## config.mk

```make
export PLATFORM = sky130hd
export DESIGN_NAME = rlr_top
export DESIGN_NICKNAME = d
export VERILOG_FILES = /design/src/rlr_pkg.sv /design/src/rlr_div_if.sv /design/src/rlr_step_div.sv /design/src/rlr_tick_gen.sv /design/src/rlr_top.sv
export SDC_FILE = /design/constraint.sdc
export NUM_CORES = 1
export LEC_CHECK = 0
export ABC_AREA = 1
export BUFFER_PORTS_ARGS = -buffer_cell sky130_fd_sc_hd__buf_4
export CAP_MARGIN = 5
export CORE_UTILIZATION = 45
export DETAILED_ROUTE_END_ITERATION = 8
export MAX_ROUTING_LAYER = met4
export PLACE_DENSITY = 0.58
export SKIP_LAST_GASP = 1
export SYNTH_ARGS = -nofsm -noshare
export SYNTH_HDL_FRONTEND = slang
export SYNTH_HIERARCHICAL = 1
export SYNTH_SLANG_ARGS = --single-unit
```

## constraint.sdc

```tcl
create_clock -name i_ref_clk -period 5.5 [get_ports i_ref_clk]
set_input_delay 0.825 -clock i_ref_clk [delete_from_list [all_inputs] [get_ports i_ref_clk]]
set_output_delay 0.825 -clock i_ref_clk [all_outputs]
set_load 0.02 [all_outputs]
```

## src/rlr_pkg.sv

```systemverilog
`default_nettype none
package rlr_pkg;
    // ------------------------------------------------------------
    // levels: 0 .. 10000 is 0.00% .. 100.00%
    // ------------------------------------------------------------
    localparam int           LVL_W          = 16;
    localparam int           FRAC_W         = 16;
    localparam int           ACC_W          = LVL_W + FRAC_W;
    localparam logic [15:0]  FULL_SCALE     = 16'h2710;
    localparam logic [31:0]  DIV_DIVIDEND   = {FULL_SCALE, 16'h0000};
    localparam int           DIV_STEPS      = 32;
    localparam logic [5:0]   DIV_STEPS_INIT = 6'h20;

    // ------------------------------------------------------------
    // update tick: 1 ms at a 10 ns clock
    // ------------------------------------------------------------
    localparam int           CLK_PERIOD_NS  = 10;
    localparam int           TICK_TIME_US   = 1000;
    localparam int           TICK_CYCLES    = (TICK_TIME_US * 1000) / CLK_PERIOD_NS;

    // ------------------------------------------------------------
    // register map
    // ------------------------------------------------------------
    localparam int           ADDR_W         = 8;
    localparam logic [7:0]   ADDR_CTRL      = 8'h00;
    localparam logic [7:0]   ADDR_SLEW      = 8'h04;
    localparam logic [7:0]   ADDR_RETURN    = 8'h08;
    localparam logic [7:0]   ADDR_UPPER     = 8'h0C;
    localparam logic [7:0]   ADDR_LOWER     = 8'h10;
    localparam logic [7:0]   ADDR_LEVEL     = 8'h14;
    localparam logic [7:0]   ADDR_STATUS    = 8'h18;

    localparam int           MACRO_W        = 3;
    localparam logic [2:0]   MACRO_RAISE_LOWER = 3'h4;
    localparam logic [2:0]   RST_MACRO      = 3'h0;
    localparam logic [15:0]  RST_SLEW       = 16'h2710;
    localparam logic [15:0]  RST_RETURN     = 16'h0000;
    localparam logic [15:0]  RST_UPPER      = 16'h2710;
    localparam logic [15:0]  RST_LOWER      = 16'h0000;

    localparam int           ST_ACTIVE      = 0;
    localparam int           ST_UP          = 1;
    localparam int           ST_DOWN        = 2;
    localparam int           ST_CONFLICT    = 3;
    localparam int           ST_DIV_BUSY    = 4;

    typedef enum logic [1:0] {
        DIV_IDLE = 2'b01,
        DIV_RUN  = 2'b10
    } rlr_div_state_t;
endpackage
`default_nettype wire

```

## src/rlr_div_if.sv

```systemverilog
`timescale 1ns/10ps
`default_nettype none
interface rlr_div_if;
    logic        start;
    logic [15:0] divisor;
    logic        busy;
    logic [31:0] quotient;
    modport requester (output start, output divisor, input busy, input quotient);
    modport divider   (input start, input divisor, output busy, output quotient);
endinterface
`default_nettype wire

```

## src/rlr_step_div.sv

```systemverilog
`timescale 1ns/10ps
`default_nettype none
module rlr_step_div
(
    input  wire logic i_ref_clk,
    input  wire logic i_resetn,
    rlr_div_if.divider bus
);
    import rlr_pkg::*;

    rlr_div_state_t state;
    rlr_div_state_t next_state;
    logic [16:0]    rem;
    logic [16:0]    next_rem;
    logic [31:0]    quo;
    logic [31:0]    next_quo;
    logic [31:0]    result;
    logic [31:0]    next_result;
    logic [15:0]    dvs;
    logic [15:0]    next_dvs;
    logic [5:0]     cnt;
    logic [5:0]     next_cnt;
    logic [16:0]    rem_sh;

    // ------------------------------------------------------------
    // restoring divide, one quotient bit per cycle
    // ------------------------------------------------------------
    always_comb
    begin
        next_state  = state;
        next_rem    = rem;
        next_quo    = quo;
        next_result = result;
        next_dvs    = dvs;
        next_cnt    = cnt;
        rem_sh      = {rem[15:0], quo[31]};
        case (state)
            DIV_IDLE:
            begin
                if (bus.start)
                begin
                    next_state = DIV_RUN;
                    next_rem   = '0;
                    next_quo   = DIV_DIVIDEND;
                    next_dvs   = bus.divisor;
                    next_cnt   = DIV_STEPS_INIT;
                end
            end
            DIV_RUN:
            begin
                // zero divisor yields all ones: an immediate full jump
                if (rem_sh >= {1'b0, dvs})
                begin
                    next_rem = rem_sh - {1'b0, dvs};
                    next_quo = {quo[30:0], 1'b1};
                end
                else
                begin
                    next_rem = rem_sh;
                    next_quo = {quo[30:0], 1'b0};
                end
                next_cnt = cnt - 1'b1;
                if (cnt == 6'h01)
                begin
                    next_state  = DIV_IDLE;
                    next_result = next_quo;
                end
            end
            default: next_state = DIV_IDLE;
        endcase
    end

    always_ff @(posedge i_ref_clk or negedge i_resetn)
    begin
        if (!i_resetn)
        begin
            state  <= DIV_IDLE;
            rem    <= '0;
            quo    <= '0;
            result <= '0;
            dvs    <= '0;
            cnt    <= '0;
        end
        else
        begin
            state  <= next_state;
            rem    <= next_rem;
            quo    <= next_quo;
            result <= next_result;
            dvs    <= next_dvs;
            cnt    <= next_cnt;
        end
    end

    assign bus.busy     = (state == DIV_RUN);
    assign bus.quotient = result;

    div_bounded_a: assert property (@(posedge i_ref_clk) disable iff (!i_resetn)
        (bus.start && !bus.busy) |=> bus.busy ##[32:33] !bus.busy)
        else $error("slew divide did not finish in 32 cycles");
endmodule // rlr_step_div
`default_nettype wire

```

## src/rlr_tick_gen.sv

```systemverilog
`timescale 1ns/10ps
`default_nettype none
module rlr_tick_gen
#(
    parameter int TICK_CYCLES = 100000
)
(
    input  wire logic i_ref_clk,
    input  wire logic i_resetn,
    output logic      o_tick
);
    localparam int TICK_W = $clog2(TICK_CYCLES);
    localparam logic [TICK_W-1:0] LAST = TICK_W'(TICK_CYCLES - 1);

    logic [TICK_W-1:0] cnt;
    logic [TICK_W-1:0] next_cnt;

    always_comb
    begin
        next_cnt = (cnt == LAST) ? '0 : cnt + 1'b1;
    end

    always_ff @(posedge i_ref_clk or negedge i_resetn)
    begin
        if (!i_resetn)
            cnt <= '0;
        else
            cnt <= next_cnt;
    end

    assign o_tick = (cnt == LAST);

    tick_single_a: assert property (@(posedge i_ref_clk) disable iff (!i_resetn)
        o_tick |=> !o_tick) else $error("tick lasted more than one cycle");
endmodule // rlr_tick_gen
`default_nettype wire

```

## src/rlr_top.sv

```systemverilog
// The strobed register port and the address map were decided locally.
`timescale 1ns/10ps
`default_nettype none
module rlr_top
#(
    parameter int TICK_CYCLES = rlr_pkg::TICK_CYCLES
)
(
    input  wire logic                       i_ref_clk,
    input  wire logic                       i_resetn,
    input  wire logic [rlr_pkg::ADDR_W-1:0] i_addr,
    input  wire logic [31:0]                i_wdata,
    input  wire logic                       i_wr,
    input  wire logic                       i_rd,
    output logic      [31:0]                o_rdata,
    input  wire logic                       i_cmd_reset,
    input  wire logic                       i_cmd_raise,
    input  wire logic                       i_cmd_lower,
    input  wire logic                       i_nv_valid,
    input  wire logic [rlr_pkg::LVL_W-1:0]  i_nv_level,
    output logic      [rlr_pkg::LVL_W-1:0]  o_level,
    output logic                            o_active
);
    import rlr_pkg::*;

    // step for the reset slew, so a raise moves before the first divide ends
    localparam logic [31:0] RST_STEP = DIV_DIVIDEND / {16'h0000, RST_SLEW};

    // ------------------------------------------------------------
    // state
    // ------------------------------------------------------------
    logic [MACRO_W-1:0] macro_sel;
    logic [15:0]        slew_time;
    logic [15:0]        return_level;
    logic [15:0]        upper_limit;
    logic [15:0]        lower_limit;
    logic [ACC_W-1:0]   level;
    logic [31:0]        step;
    logic               div_pend;
    logic               nv_pend;
    logic [31:0]        rdata;

    logic [MACRO_W-1:0] next_macro_sel;
    logic [15:0]        next_slew_time;
    logic [15:0]        next_return_level;
    logic [15:0]        next_upper_limit;
    logic [15:0]        next_lower_limit;
    logic [ACC_W-1:0]   next_level;
    logic [31:0]        next_step;
    logic               next_div_pend;
    logic               next_nv_pend;
    logic [31:0]        next_rdata;

    logic               tick;
    logic               active;
    logic               conflict;
    logic               going_up;
    logic               going_down;
    logic [ACC_W-1:0]   target;
    logic [ACC_W:0]     sum_up;
    logic [ACC_W:0]     sum_dn;
    logic [LVL_W-1:0]   level_int;
    logic               div_done;
    logic               div_busy_q;

    rlr_div_if div_bus ();

    rlr_tick_gen #(.TICK_CYCLES(TICK_CYCLES)) u_tick
    (
        .i_ref_clk (i_ref_clk),
        .i_resetn  (i_resetn),
        .o_tick    (tick)
    );

    rlr_step_div u_div
    (
        .i_ref_clk (i_ref_clk),
        .i_resetn  (i_resetn),
        .bus       (div_bus.divider)
    );

    // ------------------------------------------------------------
    // step size: full scale over ramp ticks, recomputed on each ADDR_SLEW write
    // ------------------------------------------------------------
    assign div_bus.start   = div_pend && !div_bus.busy;
    assign div_bus.divisor = slew_time;
    assign div_done        = div_busy_q && !div_bus.busy;

    // ------------------------------------------------------------
    // ramp control
    // ------------------------------------------------------------
    assign level_int = level[ACC_W-1:FRAC_W];
    assign active    = (macro_sel == MACRO_RAISE_LOWER);
    assign conflict  = (upper_limit <= lower_limit);

    always_comb
    begin
        target = level;
        if (i_cmd_raise && !i_cmd_lower)
            target = {upper_limit, 16'h0000};
        else if (i_cmd_lower && !i_cmd_raise)
            target = {lower_limit, 16'h0000};
        else if (level > {upper_limit, 16'h0000})
            target = {upper_limit, 16'h0000};
        else if (level < {lower_limit, 16'h0000})
            target = {lower_limit, 16'h0000};
    end

    assign going_up   = active && !conflict && !i_cmd_reset && (target > level);
    assign going_down = active && !conflict && !i_cmd_reset && (target < level);
    assign sum_up     = {1'b0, level} + {1'b0, step};
    assign sum_dn     = {1'b0, level} - {1'b0, step};

    always_comb
    begin
        next_level   = level;
        next_nv_pend = 1'b0;
        // saved level is reloaded once, on the first edge after reset
        if (nv_pend)
        begin
            if (i_nv_valid)
                next_level = {i_nv_level, 16'h0000};
        end
        else if (active)
        begin
            if (conflict)
                next_level = {upper_limit, 16'h0000};
            else if (i_cmd_reset)
                next_level = {return_level, 16'h0000};
            else if (tick && going_up)
            begin
                // clamp: never step past the target
                if (sum_up[ACC_W] || (sum_up[ACC_W-1:0] >= target))
                    next_level = target;
                else
                    next_level = sum_up[ACC_W-1:0];
            end
            else if (tick && going_down)
            begin
                if (sum_dn[ACC_W] || (sum_dn[ACC_W-1:0] <= target))
                    next_level = target;
                else
                    next_level = sum_dn[ACC_W-1:0];
            end
        end
    end

    // ------------------------------------------------------------
    // register port
    // ------------------------------------------------------------
    always_comb
    begin
        next_macro_sel    = macro_sel;
        next_slew_time    = slew_time;
        next_return_level = return_level;
        next_upper_limit  = upper_limit;
        next_lower_limit  = lower_limit;
        next_div_pend     = div_pend && div_bus.busy;
        next_step         = div_done ? div_bus.quotient : step;
        next_rdata        = 32'h0000_0000;
        if (div_pend && !div_bus.busy)
            next_div_pend = 1'b0;
        if (i_wr)
        begin
            case (i_addr)
                ADDR_CTRL:   next_macro_sel    = i_wdata[MACRO_W-1:0];
                ADDR_SLEW:
                begin
                    next_slew_time = i_wdata[15:0];
                    next_div_pend  = 1'b1;
                end
                ADDR_RETURN: next_return_level = i_wdata[15:0];
                ADDR_UPPER:  next_upper_limit  = i_wdata[15:0];
                ADDR_LOWER:  next_lower_limit  = i_wdata[15:0];
                default:     next_macro_sel    = macro_sel;
            endcase
        end
        if (i_rd)
        begin
            case (i_addr)
                ADDR_CTRL:   next_rdata = {29'h0, macro_sel};
                ADDR_SLEW:   next_rdata = {16'h0000, slew_time};
                ADDR_RETURN: next_rdata = {16'h0000, return_level};
                ADDR_UPPER:  next_rdata = {16'h0000, upper_limit};
                ADDR_LOWER:  next_rdata = {16'h0000, lower_limit};
                ADDR_LEVEL:  next_rdata = {16'h0000, level_int};
                ADDR_STATUS:
                begin
                    next_rdata[ST_ACTIVE]   = active;
                    next_rdata[ST_UP]       = going_up;
                    next_rdata[ST_DOWN]     = going_down;
                    next_rdata[ST_CONFLICT] = conflict;
                    next_rdata[ST_DIV_BUSY] = div_bus.busy || div_pend;
                end
                default:     next_rdata = 32'h0000_0000;
            endcase
        end
    end

    always_ff @(posedge i_ref_clk or negedge i_resetn)
    begin
        if (!i_resetn)
        begin
            macro_sel    <= RST_MACRO;
            slew_time    <= RST_SLEW;
            return_level <= RST_RETURN;
            upper_limit  <= RST_UPPER;
            lower_limit  <= RST_LOWER;
            level        <= '0;
            step         <= RST_STEP;
            div_pend     <= 1'b1;
            nv_pend      <= 1'b1;
            rdata        <= '0;
            div_busy_q   <= 1'b0;
        end
        else
        begin
            macro_sel    <= next_macro_sel;
            slew_time    <= next_slew_time;
            return_level <= next_return_level;
            upper_limit  <= next_upper_limit;
            lower_limit  <= next_lower_limit;
            level        <= next_level;
            step         <= next_step;
            div_pend     <= next_div_pend;
            nv_pend      <= next_nv_pend;
            rdata        <= next_rdata;
            div_busy_q   <= div_bus.busy;
        end
    end

    assign o_rdata  = rdata;
    assign o_level  = level_int;
    assign o_active = active;

    // ------------------------------------------------------------
    // checks
    // ------------------------------------------------------------
    inactive_hold_a: assert property (@(posedge i_ref_clk) disable iff (!i_resetn)
        (!active && !nv_pend) |=> $stable(level))
        else $error("level moved while macro not selected");

    reset_track_a: assert property (@(posedge i_ref_clk) disable iff (!i_resetn)
        (active && !conflict && i_cmd_reset && !nv_pend)
        |=> level == {$past(return_level), 16'h0000})
        else $error("level did not track return level");

    conflict_force_a: assert property (@(posedge i_ref_clk) disable iff (!i_resetn)
        (active && conflict && !nv_pend) |=> level_int == $past(upper_limit))
        else $error("limit conflict did not force upper limit");

    raise_stop_a: assert property (@(posedge i_ref_clk) disable iff (!i_resetn)
        (!nv_pend && going_up && tick && i_cmd_raise && !i_cmd_lower)
        |=> (level > $past(level)) && (level <= {$past(upper_limit), 16'h0000}))
        else $error("raise did not move up within the upper limit");

    lower_stop_a: assert property (@(posedge i_ref_clk) disable iff (!i_resetn)
        (!nv_pend && going_down && tick && i_cmd_lower && !i_cmd_raise)
        |=> (level < $past(level)) && (level >= {$past(lower_limit), 16'h0000}))
        else $error("lower did not move down within the lower limit");

    hold_still_a: assert property (@(posedge i_ref_clk) disable iff (!i_resetn)
        (!nv_pend && active && !conflict && !i_cmd_reset && (i_cmd_raise == i_cmd_lower)
         && !going_up && !going_down) |=> $stable(level))
        else $error("level moved while holding inside limits");

    pull_up_a: assert property (@(posedge i_ref_clk) disable iff (!i_resetn)
        (!nv_pend && tick && going_up && (i_cmd_raise == i_cmd_lower))
        |=> (level > $past(level)) && (level <= {$past(lower_limit), 16'h0000}))
        else $error("pull back up did not stop at the lower limit");

    pull_down_a: assert property (@(posedge i_ref_clk) disable iff (!i_resetn)
        (!nv_pend && tick && going_down && (i_cmd_raise == i_cmd_lower))
        |=> (level < $past(level)) && (level >= {$past(upper_limit), 16'h0000}))
        else $error("pull back down did not stop at the upper limit");

    step_size_a: assert property (@(posedge i_ref_clk) disable iff (!i_resetn)
        (!nv_pend && going_up && tick && !sum_up[ACC_W] && (sum_up[ACC_W-1:0] < target))
        |=> level == $past(level) + $past(step))
        else $error("ramp step differs from computed step");

    level_read_a: assert property (@(posedge i_ref_clk) disable iff (!i_resetn)
        (i_rd && (i_addr == ADDR_LEVEL)) |=> o_rdata == {16'h0000, $past(level_int)})
        else $error("level readback wrong");

    raise_hit_c: cover property (@(posedge i_ref_clk) disable iff (!i_resetn)
        going_up && tick ##1 (level_int == upper_limit));
    lower_hit_c: cover property (@(posedge i_ref_clk) disable iff (!i_resetn)
        going_down && tick ##1 (level_int == lower_limit));
    reset_cmd_c: cover property (@(posedge i_ref_clk) disable iff (!i_resetn)
        active && i_cmd_reset && i_cmd_raise);
    conflict_c: cover property (@(posedge i_ref_clk) disable iff (!i_resetn)
        active && conflict);
    pullback_c: cover property (@(posedge i_ref_clk) disable iff (!i_resetn)
        tick && (going_up || going_down) && (i_cmd_raise == i_cmd_lower));
endmodule // rlr_top
`default_nettype wire
```

# Word-level counts from Yosys, hierarchy flattened
# Cells that the tools add are included.
# totals
regBits	287
input_bits	64
# op_classes
addsub	5
order_cmp	8
eq_ne	14
muxes	31
n_reduce_logical	33
# op_table
op	count
$mux W32	14
$gt A32 B32 Y1	2
$lt A32 B32 Y1	2
$pmux W32 S2	1
$pmux W11 S5	1
$mux W16	3
$pmux W5 S7	1
$add A32 B32 Y33	1
$sub A32 B32 Y33	1
$ge A32 B32 Y1	1
$le A32 B32 Y1	1
$pmux W16 S2	1
$eq A8 B5 Y1 const B	3
$reduce_and A2 Y1	9
$add A17 B1 Y17 const B	1
$eq A17 B17 Y1 const B	1
$ge A17 B16 Y1	1
$mux W17	1
$eq A8 B4 Y1 const B	2
$le A16 B16 Y1	1
$sub A16 B16 Y16	1
$pmux W6 S2	1
$logic_and A1 B1 Y1	11
$eq A8 B3 Y1 const B	1
17 further kinds	29

# Depth between registers and ports, before layout
# Gate-level depths: netlist (run 1).
# logic_depth
ltp_word	14
mapped_depth	38

# Cells and area by module
# The synthesis (run 1) kept the hierarchy.
# by_module_without_submodules
mod	instances	cells_per_inst	area_each_um2	seq_area_each_um2
rlr_top	1	2244	15587.4	3769.9
rlr_step_div	1	633	5235.0	2603.7
rlr_tick_gen	1	138	978.4	425.4

# Worst setup path after synthesis (run 1)
# No wires, ideal clock.
# synth_path
kind	flip-flop to flip-flop
from	reg upper_limit[13]
to	reg level[9]
t_arrival_ns	4.263
required_time_ns	5.377
setup_slack_ns	1.114
stages_incl_launch_ff	28
synth_period_minus_slack_ns	4.386
path_cell_list	dfstp_2 -> inv_1 -> ha_1 -> nand2_1 -> nor3_2 -> nand2_1 -> nand2_1 -> nand2_1 -> inv_1 -> clkbuf_1 -> o211ai_1 -> a22oi_1 -> inv_1 -> ha_1 -> nand2_1 -> nor2_1 -> nand4_1 -> nor4_1 -> nand3_1 -> nor3_1 -> a31oi_4 -> nand2_4 -> inv_2 -> buf_4 -> nor2_1 -> nor3_1 -> o21ai_1 -> o21ai_1
# synth_between
elab_chain_len	13
# synth_lines
item	line	rtl
start, declared	rlr_top.sv:35	logic [15:0] upper_limit;
start signal, assigned	rlr_top.sv:221	upper_limit <= next_upper_limit;
$gt A32 B32 Y1	rlr_top.sv:103	else if (level > {upper_limit, 16'h0000})
$mux W32	rlr_top.sv:103	
$mux W32	rlr_top.sv:101	else if (i_cmd_lower && !i_cmd_raise)
$mux W32	rlr_top.sv:99	if (i_cmd_raise && !i_cmd_lower)
$le A32 B32 Y1	rlr_top.sv:140	if (sum_dn[ACC_W] || (sum_dn[ACC_W-1:0] <= target))
$logic_or A1 B1 Y1	rlr_top.sv:140	
$mux W32	rlr_top.sv:140	
$mux W32	rlr_top.sv:138	else if (tick && going_down)
$mux W32	rlr_top.sv:130	else if (tick && going_up)
$mux W32	rlr_top.sv:128	else if (i_cmd_reset)
$mux W32	rlr_top.sv:126	if (conflict)
$mux W32	rlr_top.sv:124	else if (active)
$mux W32	rlr_top.sv:119	if (nv_pend)
end signal, assigned	rlr_top.sv:223	level <= next_level;
end, declared	rlr_top.sv:37	logic [ACC_W-1:0] level;
# Several ways; a longest one is shown, not always the timed one. The select of a mux whose other input is x is not followed.
# A chain may end at the register's enable or synchronous reset.

# Final worst setup path (run 1)
# layout_path
from	reg level[24]
to	reg level[29]
# layout_between
elab_chain_len	14
# layout_lines
item	line	rtl
$lt A32 B32 Y1	rlr_top.sv:105	else if (level < {lower_limit, 16'h0000})
$mux W32	rlr_top.sv:105	
$mux W32	rlr_top.sv:103	
$mux W32	rlr_top.sv:101	
$mux W32	rlr_top.sv:99	
$le A32 B32 Y1	rlr_top.sv:140	
$logic_or A1 B1 Y1	rlr_top.sv:140	
$mux W32	rlr_top.sv:140	
$mux W32	rlr_top.sv:138	
$mux W32	rlr_top.sv:130	
$mux W32	rlr_top.sv:128	
$mux W32	rlr_top.sv:126	
$mux W32	rlr_top.sv:124	
$mux W32	rlr_top.sv:119	
# Several ways; a longest one is shown, not always the timed one. The select of a mux whose other input is x is not followed.

==> results of run 1 <==
==> logic make-up after synthesis <==
family	synth area share (%)
buffers and inverters	11.4
xor gates and xnor gates	2.81
AOI/OAI and AO/OA	17.4
DFF	31.2
and+or+nand+nor	24.1
muxes	0.103
other	0.0172
adders and majority gates	13.0
==> per-layer routing <==
| metal | wire length [um] | part of all wire (%) | vias up | track usage, % |
|---|---|---|---|---|
| met4 | 1800 | 2.6 | 0 | 8.20 |
| met1 | 33400 | 48 | 9678 | 40.3 |
| met3 | 3410 | 4.9 | 89 | 3.50 |
| met2 | 31300 | 45 | 492 | 45.3 |
| met5 | 0 | 0 | - | - |
| li1 | - | - | 10000 | - |
==> per-stage QoR <==
stage / cell area [sq um] / utilization [%]
after floorplan: 21900 / -
after global placement: 23100 / 48.4
after detailed placement: 23100 / 48.4
after CTS: 24300 / 50.9
after global routing: 24500 / 51.3
final: 24500 / 51.3
==> critical path, delay by kind of cell, from the launching register on <==
family,cells,cell delay (ps)
buffers and inverters,6,1030
adders and majority gates,2,760
xor gates and xnor gates,1,100
and+or+nand+nor,22,2410
DFF,1,450
AOI/OAI and AO/OA,2,270
==> worst paths after layout <==
check,from,endpoint,slack [ps],depth (start not counted)
worst max register to register,level[24],level[29],340,33
worst min-delay path,i_resetn,u_div/quo[10],310,1
min in group i_ref_clk,u_div/bus.quotient[2],u_div/bus.quotient[2],490,2
worst max-delay path,level[24],level[29],340,33
worst min register to register,u_div/bus.quotient[2],u_div/bus.quotient[2],490,2
max in group asynchronous,i_resetn,return_level[10],3860,2
==> timing repair <==
action | CTS | global route
gates resized for setup | 3 | 39
buffers inserted | 1 | 3
endpoints found under the setup margin | 32 | 33
pin swaps | 1 | 6
hold endpoints to repair | 0 | 0
hold buffers | 0 | 0
==> final cells by class <==
class                           count  area, sq um
Fill cell                        4750        23300
Timing Repair Buffer              166         1340
Clock buffer                       42          921
Sequential cell                   271         6810
Inverter                          444         1670
Tap cell                          615          769
Multi-Input combinational cell   2170        12700
Clock inverter                     20          263
==> sequential cells by signal, summed over array words and instances (netlist names), 2 cells and up <==
register	flops
return_level	16
o_rdata	16
step	32
u_div/bus.quotient	32
macro_sel	3
u_tick/cnt	17
upper_limit	16
u_div/state	2
level	32
u_div/rem	16
u_div/cnt	6
u_div/quo	32
div_bus.divisor	16
u_div/dvs	16
lower_limit	16
==> synthesized netlist by cell type (4+ instances only) <==
master,number,area share [%]
inv_1,416,7.2
buf_2,35,0.80
nand2_2,30,0.86
o21a_1,7,0.24
nand3_2,17,0.78
o21bai_1,13,0.45
a21o_1,4,0.14
clkbuf_1,55,0.95
buf_4,44,1.5
o2111ai_1,7,0.28
nor2_1,224,3.9
buf_6,7,0.36
xnor2_1,7,0.28
nand2_1,656,11
o21ai_1,56,1.3
xor2_1,63,2.5
a211oi_1,11,0.38
o22ai_1,40,1.1
nor4_1,6,0.17
ha_1,221,13
nor3_1,39,0.90
nand3_1,158,3.6
o21ai_2,5,0.20
a21oi_1,215,4.9
inv_2,24,0.41
nand3b_1,5,0.17
nor2_4,7,0.36
nor2_2,10,0.29
dfstp_2,14,1.7
a22oi_1,21,0.72
o211ai_1,24,0.83
nand2_4,7,0.36
a221oi_1,15,0.60
a31oi_1,13,0.37
clkinv_1,4,0.069
dfrtp_1,257,29
o21ai_0,199,4.6
nand4_1,27,0.77
a21oi_2,4,0.16
==> power groups by stage <==
| stage | Combinational (mW) | Sequential, mW | Clock [mW] |
|---|---|---|---|
| after floorplan | 3.41 | 2.19 | 0 |
| after global placement | 4.83 | 2.22 | 0 |
| after detailed placement | 4.88 | 2.22 | 0 |
| after CTS | 4.92 | 2.19 | 2.46 |
| after global routing | 5.67 | 2.21 | 2.53 |
| final | 5.09 | 2.20 | 2.40 |
==> metrics.txt, run 1 <==
Port Buf Inserts 80; Remaining Overflow, GRT 0; Post-Syn Instances 3015; cts bufs inserted 34; Clock Power Share about a quarter; Area Growth Syn to Fin 12.3%; Detail Placement HPWL between 50000 and 60000 um; DR pass1 iterations 7; GPL Wtd Cong 0.933; synth warn 6; starting density of the core between 40% and 50%; crit path launch type flop; hold crit path type in -> async; CTS tree built; vias in the first global route just under 20000; die area 49300 sq um; die width ~220 um; Vias/cell ~5.4; io pins between 100 and 150; first-pass GRT wire length about 110000 um; Final Worst Setup Slack 343 ps; PD cells 396 nW/um^2; skew final 14.8 ps; DRT iter0 DRCs approximately 1400; measured slew at the worst slew-check pin 1130 ps; Worst VDD drop 0.230 mV; GRT Total Usage between 20% and 30%; final WL between 60000 and 70000 um; Pint between 5 and 6 mW; most frequent cells in the layout nand2_1, inv_1, dfrtp_1, nor2_1, ha_1; Switching Share roughly 45%; clk slew on worst S/H paths 60 ps; Async SR Flop Fraction 100%; fin. max-slew vios 0; Vert. Die Dim ~220 um; Net Sw Power roughly 4.4 mW; syn avg cell area 7.23 sq um; CTS max path bufs 3; synth unique cells 69; highest-delay cell along the critical path dfrtp_1; sequential area share after synthesis 31.2%; antenna violation net count after detailed routing 0; Clock Latency Late Sink around 560 ps; num rows 80; hold slack just over 300 ps; share of cells above drive strength 1 between 10% and 20%; H-tree depth 2; Worst Path Arrival 5600 ps; CP required about 6000 ps; Logic pwr share a little over half; Post-synth EDFFs 0; routed length per instance about 19 um; leak pwr 12.6 nW; nets between 3000 and 4000; Crit Path Class reg -> reg; CTS root buffer clkbuf_16; Core ar. 47700 sq um; Period minus WS final 5160 ps; Synth Cell Area between 20000 and 25000 sq um; commonest non-fill, non-tap cell in the layout nand2_1; Final Non-Filler Cells approximately 3700; overall power 9.69 mW; max capacitance violation total 0; final setup fails 0; Remaining DRCs 0; largest net degree at the start of global routing between 100 and 150; Final Cycle Share a little over nine tenths; Synth Flop Type dfrtp_1; setup_tns 0 ps; Antenna Cells 0; via total after detailed routing 20300; CP max FO 16; outcome complete, no violations; antenna violations before repair 0; Placed Instances around 3700; Seq cells post-synth 271; crit-path most repeated cell nand2_1; Final Hold Vio Count 0; total clock sinks 271; max incr delay on CP around 450 ps; Flop pwr share a little under a quarter; Achievable Freq 194 MHz; endpoint class of the critical path flop; Worst slew margin 24.2%; setup slack at placement -152 ps
No activity file was read; power rests on OpenSTA's default activity.
==> run 2, diff against run 1 <==
- PLACE_DENSITY: 0.58 -> default
- PLACE_DENSITY_LB_ADDON: default -> 0.12
==> run 2 against run 1 <==
Effect of this change: register-to-register slack got worse by 170 ps; via count increased by 1.8%; global-route usage decreased by 0.35 points; hold slack improved by 19 ps; combinational power increased by 5.1%; sequential share of layout area decreased by 0.29 points; power increased by 2.1%; sequential power about the same; die area unchanged.
==> metrics.txt, run 2 (synthesized netlist as in run 1, its figures left out) <==
measured slew at the worst slew-check pin between 1000 and 1500 ps; first-pass GRT wire length ~110000 um; leak pwr around 13 nW; highest-delay cell along the critical path dfstp_2; Area Growth Syn to Fin 13.5%; Detail Placement HPWL about 54000 um; Vert. Die Dim 222 um; overall power 9.89 mW; io pins 113; CTS max path bufs 3; PD cells ~400 nW/um^2; die area between 40000 and 50000 sq um; final core utilization 51.8%; share of cells above drive strength 1 13.5%; starting density of the core between 40% and 50%; DRT iter0 DRCs around 1900; Core ar. between 40000 and 50000 sq um; GRT Total Usage 28.9%; die width 222 um; largest net degree at the start of global routing around 110; Most Crowded Layer GR met2; Worst slew margin between 30% and 40%; routed length per instance 18.7 um; Final Worst Setup Slack 172 ps; Remaining DRCs 0; hold crit path type in -> async; max capacitance violation total 0; CP required just under 6000 ps; endpoint class of the critical path flop; CTS tree built; most frequent cells in the layout nand2_1, inv_1, dfrtp_1, nor2_1, ha_1; Crit Path Class reg -> reg; placed cell areas ~23000 sq um; CP cell instances inv_2 > ha_4 > nand4_1 > nor3_4 > nand4_4 > nand2_4 > nand3_1 > buf_4 > nor3_1 > ha_1 > a21oi_1 > nor2_1 > a211oi_1 > o21ai_0 > o21bai_1 > a21oi_1 > nor3_2 > nand2_2 > or2_1 > o211ai_2 > nand2_4 > nor2_4 > nand3_1 > o21ai_1; final setup fails 0; final WL 70000 um; Port Buf Inserts 80; Final Hold Vio Count 0; crit path launch type flop; setup slack at placement -212 ps; Worst VDD drop 0.217 mV; antenna violation net count after detailed routing 0; hold slack between 300 and 400 ps; Achievable Freq approximately 190 MHz; max incr delay on CP about 580 ps; CTS root buffer clkbuf_16; via total after detailed routing around 21000; num rows 80; H-tree depth 2; antenna violations before repair 0; commonest non-fill, non-tap cell in the layout nand2_1; vias in the first global route just under 20000; outcome complete, no violations; Antenna Cells 0; Vias/cell 5.51; Remaining Overflow, GRT 0; DR pass1 iterations 6; Final Cycle Share a little over nine tenths; clk slew on worst S/H paths 70 ps; CP max FO 14; Period minus WS final between 5000 and 6000 ps; skew final 23.1 ps; GR Util met2 between 40% and 50%; Clock Latency Late Sink about 540 ps; GPL Wtd Cong between 0.9 and 1; cts bufs inserted 34; total clock sinks between 200 and 300; Worst Path Arrival 5790 ps; met1 GRT Util 40.2%; hold_buf cts 0; FILL cells between 4000 and 5000; fin. max-slew vios 0; GR Util met3 2.89%; nets approximately 3400; Final Cell Area ~25000 sq um
[run 2: cell types whose count changed in the layout (fill, tap and decap cells not counted), sizes merged]
cell    previous run  this run
buf              166       185
bufinv             5         4
clkbuf            42        49
clkinv            12         8
inv              444       441
nand2            694       695
[run 2: critical path: cells and delay by family, from the launching register on]
family	cells	cell delay, ps
compound gates	7	1280
flops	1	580
buf+inv	2	320
simple gates	13	2430
fa+ha+maj	2	610
[run 2: stage by stage]
step                      std cells  setup TNS (ps)
after global routing           3747            -151
after global placement         3673            -283
final                          3747               0
after detailed placement       3673           -4080
after CTS                      3734           -34.6
after floorplan                3031               0
[run 2: layout make-up]
class / instances / area (sq um) / share of cell area [%]
inverter: 444 / 1670 / 6.76
clock buffer: 49 / 1000 / 4.05
multi-input combinational: 2171 / 12800 / 51.8
timing repair buffer: 185 / 1500 / 6.07
sequential: 271 / 6800 / 27.5
tap: 615 / 769 / 3.11
clock inverter: 12 / 179 / 0.723
[run 2: worst paths after layout]
kind | from | to | slack [ps] | cells after the start
setup / recovery | upper_limit[9] | level[13] | 170 | 24
hold / removal | i_resetn | level[11] | 330 | 1
setup reg to reg | upper_limit[9] | level[13] | 170 | 24
hold reg to reg | u_div/bus.quotient[13] | u_div/bus.quotient[13] | 490 | 2
max in group asynchronous | i_resetn | u_div/rem[10] | 4040 | 2
min in group i_ref_clk | u_div/bus.quotient[13] | u_div/bus.quotient[13] | 490 | 2
[run 2: metal layers]
metal  part of all wire, %  wire length, um
met1                    46            32500
met2                    44            30800
met3                   6.2             4350
met4                   3.4             2380
met5                     0                0
[run 2: repair_timing]
action	4_1_cts	5_1_grt
pin swaps	0	20
cloned	0	1
setup buffers	0	12
endpoints found under the setup margin	32	32
gates resized for setup	4	63
[run 2: power breakdown]
part / internal [mW] / switching [mW] / total, mW
Clock: 1.46 / 0.905 / 2.37
Combinational: 1.91 / 3.43 / 5.35
Sequential: 2.07 / 0.103 / 2.18
